==> config.mk <==
export PLATFORM = sky130hd
export DESIGN_NAME = wdt_core
export DESIGN_NICKNAME = d
export VERILOG_FILES = /design/src/wdt_tick_gen.v /design/src/wdt_core.v
export VERILOG_INCLUDE_DIRS = /design/src /design/src/src
export SDC_FILE = /design/constraint.sdc
export NUM_CORES = 1
export LEC_CHECK = 0
export ABC_AREA = 1
export BUFFER_PORTS_ARGS = -buffer_cell sky130_fd_sc_hd__clkbuf_2
export CORE_ASPECT_RATIO = 0.7
export CORE_MARGIN = 3
export CORE_UTILIZATION = 40
export CTS_CLUSTER_DIAMETER = 150
export DETAILED_ROUTE_END_ITERATION = 6
export PLACE_DENSITY = 0.63
export SYNTH_ARGS = -nofsm -noshare
export SYNTH_HDL_FRONTEND = slang
export SYNTH_SLANG_ARGS = --single-unit
==> constraint.sdc <==
create_clock -name i_core_clk -period 2.4 [get_ports i_core_clk]
set_clock_uncertainty 0.1 [all_clocks]
set_input_delay 0.24 -clock i_core_clk [delete_from_list [all_inputs] [get_ports i_core_clk]]
set_output_delay 0.24 -clock i_core_clk [all_outputs]
set_load 0.01 [all_outputs]
==> src/wdt_defines.vh <==
/*
 Constants for the watchdog block: register offsets, field positions,
 reset values and timing. Assumes a 20 MHz core clock.
*/
`ifndef WDT_DEFINES_VH
`define WDT_DEFINES_VH

// Register byte offsets
`define WDT_OFS_COUNT      8'h00
`define WDT_OFS_CTRL       8'h04
`define WDT_OFS_HOLD_SET   8'h08
`define WDT_OFS_HOLD_CLR   8'h0C
`define WDT_OFS_STATUS     8'h10

// Count register fields
`define WDT_CNT_W          9
`define WDT_LOCK_BIT       9
`define WDT_SIGN_BIT       8
`define WDT_CNT_RESET      9'h0FF
`define WDT_CNT_ZERO       9'h000
`define WDT_CNT_ONE        9'h001
`define WDT_CNT_MINUS16    9'h1F0

// Control and hold fields
`define WDT_CTRL_DIRECT    0
`define WDT_HOLD_BIT       0

// Status fields
`define WDT_ST_HOLD        0
`define WDT_ST_DBG         1
`define WDT_ST_RST         2

// Tick period 10.24 ms in ns, core clock period in ns
`define WDT_TICK_NS        10240000
`define WDT_CLK_NS         50
`define WDT_TICK_CYC       (`WDT_TICK_NS / `WDT_CLK_NS)

// AHB encodings
`define WDT_HTRANS_NONSEQ  2'h2
`define WDT_HTRANS_SEQ     2'h3
`define WDT_HRESP_OKAY     1'h0

`endif

==> src/wdt_tick_gen.v <==
/*
 Tick generator: one-cycle pulse every PERIOD core clocks.
 Assumes a single free running core clock.
*/
`timescale 1ns/1ns
`include "wdt_defines.vh"
module wdt_tick_gen #(
   parameter PERIOD = `WDT_TICK_CYC
) (
   // Clock and reset
   input  wire        i_core_clk,
   input  wire        i_resetn,
   // Tick out
   output reg         o_tick
);
   reg [31:0] div_r;

   always @(posedge i_core_clk or negedge i_resetn) begin
      if (!i_resetn) begin
         div_r  <= 32'h0000_0000;
         o_tick <= 1'b0;
      end else if (div_r == PERIOD - 1) begin
         div_r  <= 32'h0000_0000;
         o_tick <= 1'b1;
      end else begin
         div_r  <= div_r + 32'h0000_0001;
         o_tick <= 1'b0;
      end
   end
endmodule // wdt_tick_gen

==> src/wdt_core.v <==
/*
 Watchdog timer with AHB-Lite register slave. 9-bit signed down counter,
 NMI pulse and sticky system reset request.
 Assumes i_resetn is driven by the system reset controller, which also
 receives o_sys_rst_req, so a watchdog reset returns this block to reset.
*/
// The implementer's own choices: register access over AHB-Lite and the address map.
`timescale 1ns/1ns
`include "wdt_defines.vh"

// How it works
// - Nine-bit signed count drops by one each tick unless held.
// - Count register resets to 255 for the longest time-out.
// - Count writes only take effect with write_lock_bit clear.
// - Below zero the sign bit sets; count runs 1, 0, 1FF down to 1F0.
// - Interrupt mode: NMI at zero, reset at minus sixteen or lower.
// - Direct mode: reset requested once count is zero or negative.
// - Watchdog reset is a system reset and restores count to 255.
// - Debug halt of the core freezes counting, not maskable.
// - Interrupt mode: hold-set bit freezes, hold-clear bit resumes.
// - Direct-reset bit is set-only by software, cleared by reset.
module wdt_core #(
   parameter TICK_CYCLES = `WDT_TICK_CYC
) (
   // Clock and reset
   input  wire        i_core_clk,
   input  wire        i_resetn,
   // AHB-Lite slave
   input  wire        i_hsel,
   input  wire [7:0]  i_haddr,
   input  wire [1:0]  i_htrans,
   input  wire        i_hwrite,
   input  wire [2:0]  i_hsize,
   input  wire [31:0] i_hwdata,
   input  wire        i_hready,
   output wire [31:0] o_hrdata,
   output wire        o_hreadyout,
   output wire        o_hresp,
   // Debug
   input  wire        i_debug_halt_ctrl_status,
   // Events
   output reg         o_nmi,
   output reg         o_sys_rst_req
);
   wire        tick;
   reg  [8:0]  cnt_r;
   reg  [8:0]  cnt_nxt;
   reg         direct_r;
   reg         hold_r;
   reg         wr_pend_r;
   reg  [7:0]  wr_addr_r;
   reg  [31:0] rdata_r;
   reg  [31:0] rdata_nxt;
   wire        addr_ok;
   wire        wr_count;
   wire        wr_ctrl;
   wire        wr_hset;
   wire        wr_hclr;
   wire        frozen;
   wire        do_dec;
   wire        direct_hit;
   wire        floor_hit;

   wdt_tick_gen #(
      .PERIOD (TICK_CYCLES)
   ) u_tick (
      .i_core_clk (i_core_clk),
      .i_resetn   (i_resetn),
      .o_tick     (tick)
   );

   // Zero wait states: always ready, always OKAY
   assign o_hreadyout = 1'b1;
   assign o_hresp     = `WDT_HRESP_OKAY;
   assign o_hrdata    = rdata_r;

   assign addr_ok = i_hsel && i_hready && i_htrans[1];

   always @* begin
      case (i_haddr)
         `WDT_OFS_COUNT:  rdata_nxt = {23'h000000, cnt_r};
         `WDT_OFS_CTRL:   rdata_nxt = {31'h00000000, direct_r};
         `WDT_OFS_HOLD_SET,
         `WDT_OFS_HOLD_CLR: rdata_nxt = {31'h00000000, hold_r};
         `WDT_OFS_STATUS: rdata_nxt = {29'h00000000, o_sys_rst_req,
                                       i_debug_halt_ctrl_status, hold_r};
         default:         rdata_nxt = 32'h0000_0000;
      endcase
   end

   always @(posedge i_core_clk or negedge i_resetn) begin
      if (!i_resetn) begin
         wr_pend_r <= 1'b0;
         wr_addr_r <= 8'h00;
         rdata_r   <= 32'h0000_0000;
      end else begin
         wr_pend_r <= addr_ok && i_hwrite;
         if (addr_ok) begin
            wr_addr_r <= i_haddr;
         end
         if (addr_ok && !i_hwrite) begin
            rdata_r <= rdata_nxt;
         end
      end
   end

   assign wr_count = wr_pend_r && (wr_addr_r == `WDT_OFS_COUNT) &&
                     !i_hwdata[`WDT_LOCK_BIT];
   assign wr_ctrl  = wr_pend_r && (wr_addr_r == `WDT_OFS_CTRL);
   assign wr_hset  = wr_pend_r && (wr_addr_r == `WDT_OFS_HOLD_SET) &&
                     i_hwdata[`WDT_HOLD_BIT];
   assign wr_hclr  = wr_pend_r && (wr_addr_r == `WDT_OFS_HOLD_CLR) &&
                     i_hwdata[`WDT_HOLD_BIT];

   always @(posedge i_core_clk or negedge i_resetn) begin
      if (!i_resetn) begin
         direct_r <= 1'b0;
      end else if (wr_ctrl && i_hwdata[`WDT_CTRL_DIRECT]) begin
         direct_r <= 1'b1;
      end
   end

   // software hold only in interrupt mode
   always @(posedge i_core_clk or negedge i_resetn) begin
      if (!i_resetn) begin
         hold_r <= 1'b0;
      end else if (!direct_r && wr_hset) begin
         hold_r <= 1'b1;
      end else if (!direct_r && wr_hclr) begin
         hold_r <= 1'b0;
      end
   end

   // debug freeze not maskable; hold ignored once direct mode set
   assign frozen = i_debug_halt_ctrl_status || (hold_r && !direct_r);
   // minus sixteen or lower
   // Written values below minus sixteen must not wrap back through zero
   assign floor_hit = cnt_r[`WDT_SIGN_BIT] && (cnt_r <= `WDT_CNT_MINUS16);
   // stop at minus sixteen, reset is already requested there
   assign do_dec = tick && !frozen && !floor_hit;

   always @* begin
      cnt_nxt = cnt_r;
      if (wr_count) begin
         cnt_nxt = i_hwdata[8:0];
      end else if (do_dec) begin
         cnt_nxt = cnt_r - `WDT_CNT_ONE;
      end
   end

   always @(posedge i_core_clk or negedge i_resetn) begin
      if (!i_resetn) begin
         cnt_r <= `WDT_CNT_RESET;
      end else begin
         cnt_r <= cnt_nxt;
      end
   end

   // zero or negative in direct mode
   assign direct_hit = direct_r && ((cnt_r == `WDT_CNT_ZERO) ||
                                    cnt_r[`WDT_SIGN_BIT]);

   always @(posedge i_core_clk or negedge i_resetn) begin
      if (!i_resetn) begin
         o_nmi         <= 1'b0;
         o_sys_rst_req <= 1'b0;
      end else begin
         // one NMI pulse on reaching zero
         o_nmi <= !direct_r && do_dec && !wr_count &&
                  (cnt_r == `WDT_CNT_ONE);
         if (direct_hit || (!direct_r && floor_hit)) begin
            o_sys_rst_req <= 1'b1;
         end
      end
   end
endmodule // wdt_core

==> impl_metrics.env <==
export IMPL_synth_top_area_cell="dfrtp_1"
export IMPL_synthFlopType="dfrtp_1"
export IMPL_io_pins=87
export IMPL_seq_power_share_pct=43.1
export IMPL_port_buffers=35
export IMPL_vias=3349
export IMPL_die_width_microns=123
export IMPL_p_leak_nw=2.20
export IMPL_p_int_w=0.00202
export IMPL_wl_per_cell_microns=12.7
export IMPL_drv_slew=0
export IMPL_synth_top_area_share_pct=36.4
export IMPL_antenna_found_initial=0
export IMPL_grt_overflow=0
export IMPL_cts_tree="built"
export IMPL_irDropWorstVdd_uv=430
export IMPL_die_h_microns=88.1
export IMPL_netlist_area_sq_um=3850
export IMPL_fmax_mhz=550
export IMPL_grt_max_degree=65
export IMPL_yosys_register_bits=64
export IMPL_first_iter_violations=252
export IMPL_reg2regPathDepth=8
export IMPL_fin_nets=637
export IMPL_cpPeakStageDelay_ps=370
export IMPL_worst_pin_slew_ps=819
export IMPL_fin_crit_ps=1820
export IMPL_antenna_left=0
export IMPL_final_area_sq_um=4350
export IMPL_synthTopCellsByArea="dfrtp_1 36%, nand2_1 16%, nand3_1 7.5%"
export IMPL_timing_rr_end="cnt_r[1]$_DFFE_PN1P_"
export IMPL_h_tree_depth=3
export IMPL_cts_hold_buf=0
export IMPL_numCtsBuffers=9
export IMPL_cts_resized=0
export IMPL_r2r_slack_ps=580
export IMPL_setup_worst_path_start_class="flip-flop"
export IMPL_clk_pin_slew_ps=60
export IMPL_synth_warnings=0
export IMPL_pwr_share_clk_pct=45.5
export IMPL_grt_pass1_wl_microns=15200
export IMPL_final_layout_size_suffix_gt1_share_pct=12.9
export IMPL_dr_pass1_iters=5
export IMPL_switching_power_w=0.000711
export IMPL_drc_errors=0
export IMPL_gp_congestion=0.947
export IMPL_critical_path_arrival_ps=1980
export IMPL_dieArea_sq_um=10900
export IMPL_status="finished with violations"
export IMPL_setup_violations=0
export IMPL_clock_path_buffers=2
export IMPL_hold_path_class="primary input to asynchronous set/reset pin"
export IMPL_relSlewSlack_pct=45.4
export IMPL_viasPerCell=4.71
export IMPL_crit_fanout=15
export IMPL_power_density_nw_per_um2=627
export IMPL_hold_viol_final=8
export IMPL_wirelength_microns=9020
export IMPL_maxCapViolations=0
export IMPL_clock_latency_ps=330
export IMPL_syn_mean_instance_area_sq_um=7.12
export IMPL_initial_core_util_pct=41.7
export IMPL_cp_cell_sequence="nor2_1, nand2_1, nor2_1, nand2_1, nand2_1, inv_1, nand2_1, nand2_1"
export IMPL_synth_seq_area_share_pct=41.9
export IMPL_rsz0062_at_grt="false"
export IMPL_synthDistinctLibCells=30
export IMPL_path_common_cell="nand2_1"
export IMPL_crit_path_end_kind="flip-flop"
export IMPL_violations="negative hold slack"
export IMPL_hold_slack_ps=-21.0
export IMPL_grt_usage_pct=18.0
export IMPL_numClockSinks=64
export IMPL_timing_final_ws_setup_ps=583
export IMPL_place_hpwl_microns=6720
export IMPL_dpl_cell_area_sq_um=4070
export IMPL_root_buffer="clkbuf_16"
export IMPL_antenna_cells=0
export IMPL_timing_rr_start="wr_addr_r[5]$_DFFE_PN0P_"
export IMPL_async_reset_ff_share_pct=100
export IMPL_setup_worst_path_class="flip-flop to flip-flop"
export IMPL_core_area_sq_um=9220
export IMPL_slowest_stage="dfrtp_1"
export IMPL_fin_tns_setup_ps=0
export IMPL_synth_commonest_cells="167 x nand2_1, 75 x nor2_1, 69 x inv_1"
export IMPL_synth_edf_count=0
export IMPL_place_ws_ps=587
export IMPL_grt_pass1_vias=3087
export IMPL_switching_share_pct=26.0
export IMPL_timing_final_crit_share_pct=75.7
export IMPL_synthMostInstantiatedCell="nand2_1"
export IMPL_cp_required_ps=2560
export IMPL_syn_inst=540
export IMPL_share_comb_of_total_power_pct=11.4
export IMPL_num_rows=29
export IMPL_cts_setup_buffers=0
export IMPL_area_growth_pct=13.1
[cell families (layout without fill, tap and decap cells)]
family / after synthesis / in the layout / share of synthesized area, %
buf+inv: 99 / 123 / 12.3
flops: 64 / 64 / 41.9
mux: 1 / 1 / 0.293
other cells: 2 / 25 / 0.195
xor+xnor: 16 / 16 / 3.64
fa+ha+maj: 4 / 4 / 1.30
simple gates: 330 / 330 / 37.1
compound gates: 24 / 24 / 3.28
[worst max-delay path: cells and delay by family (launching register included)]
family	cells	cell delay (ps)
flops	1	370
buf+inv	1	80
simple gates	7	1200
[cell usage in the layout (no fill, tap or decap), drive strengths merged, types with 7 or more instances in the layout]
master    n
clkbuf   48
conb     25
dfrtp    56
dfstp     8
inv      70
nand2   169
nand3    59
nand4     7
nor2     84
o21ai    19
xor2     11
[power by group through the flow]
stage          Clock [W]  Sequential (W)  Combinational (W)
6_report         0.00124         0.00118           0.000311
5_1_grt          0.00132         0.00118           0.000365
4_1_cts          0.00127         0.00118           0.000310
3_5_place_dp           0         0.00119           0.000307
3_3_place_gp           0         0.00119           0.000299
2_1_floorplan          0         0.00118           0.000246
[registers in the layout, indices dropped and copies added, names as in the netlist]
| signal | count |
|---|---|
| cnt_r | 9 |
| direct_r | 1 |
| hold_r | 1 |
| o_hrdata | 9 |
| o_nmi | 1 |
| o_sys_rst_req | 1 |
| u_tick.div_r | 32 |
| u_tick.o_tick | 1 |
| wr_addr_r | 8 |
| wr_pend_r | 1 |
[through the flow]
step	power, W	instances	utilization, %
after floorplan	0.00143	563	-
after global placement	0.00149	695	44.1
after detailed placement	0.00150	695	44.1
after CTS	0.00276	711	47.2
after global routing	0.00287	711	47.2
final	0.00273	711	47.2
[per-layer routing]
layer / track usage (%) / routed length [microns] / up-vias
li1: - / - / 1702
met1: 27.2 / 4720 / 1556
met2: 25.1 / 3660 / 85
met4: 5.13 / 97 / 0
met5: 0 / 0 / -
met3: 4.91 / 551 / 6
[final cells by class]
cell class                      instances  area, sq um
Timing Repair Buffer                   37          190
Inverter                               70          263
Tap cell                              124          155
Clock inverter                          3         15.0
Fill cell                             945         4860
Multi-Input combinational cell        400         1850
Clock buffer                           13          270
Sequential cell                        64         1610
[worst max path at each step]
stage                                         from                    to
final                     wr_addr_r[5]$_DFFE_PN0P_  cnt_r[1]$_DFFE_PN1P_
after global routing      wr_addr_r[5]$_DFFE_PN0P_  cnt_r[1]$_DFFE_PN1P_
after CTS                 wr_addr_r[5]$_DFFE_PN0P_  cnt_r[1]$_DFFE_PN1P_
after detailed placement  wr_addr_r[5]$_DFFE_PN0P_  cnt_r[1]$_DFFE_PN1P_
after global placement        cnt_r[0]$_DFFE_PN1P_       o_nmi$_DFF_PN0_
after floorplan               cnt_r[0]$_DFFE_PN1P_  cnt_r[4]$_DFFE_PN1P_
(Power assumes the default switching activity.)
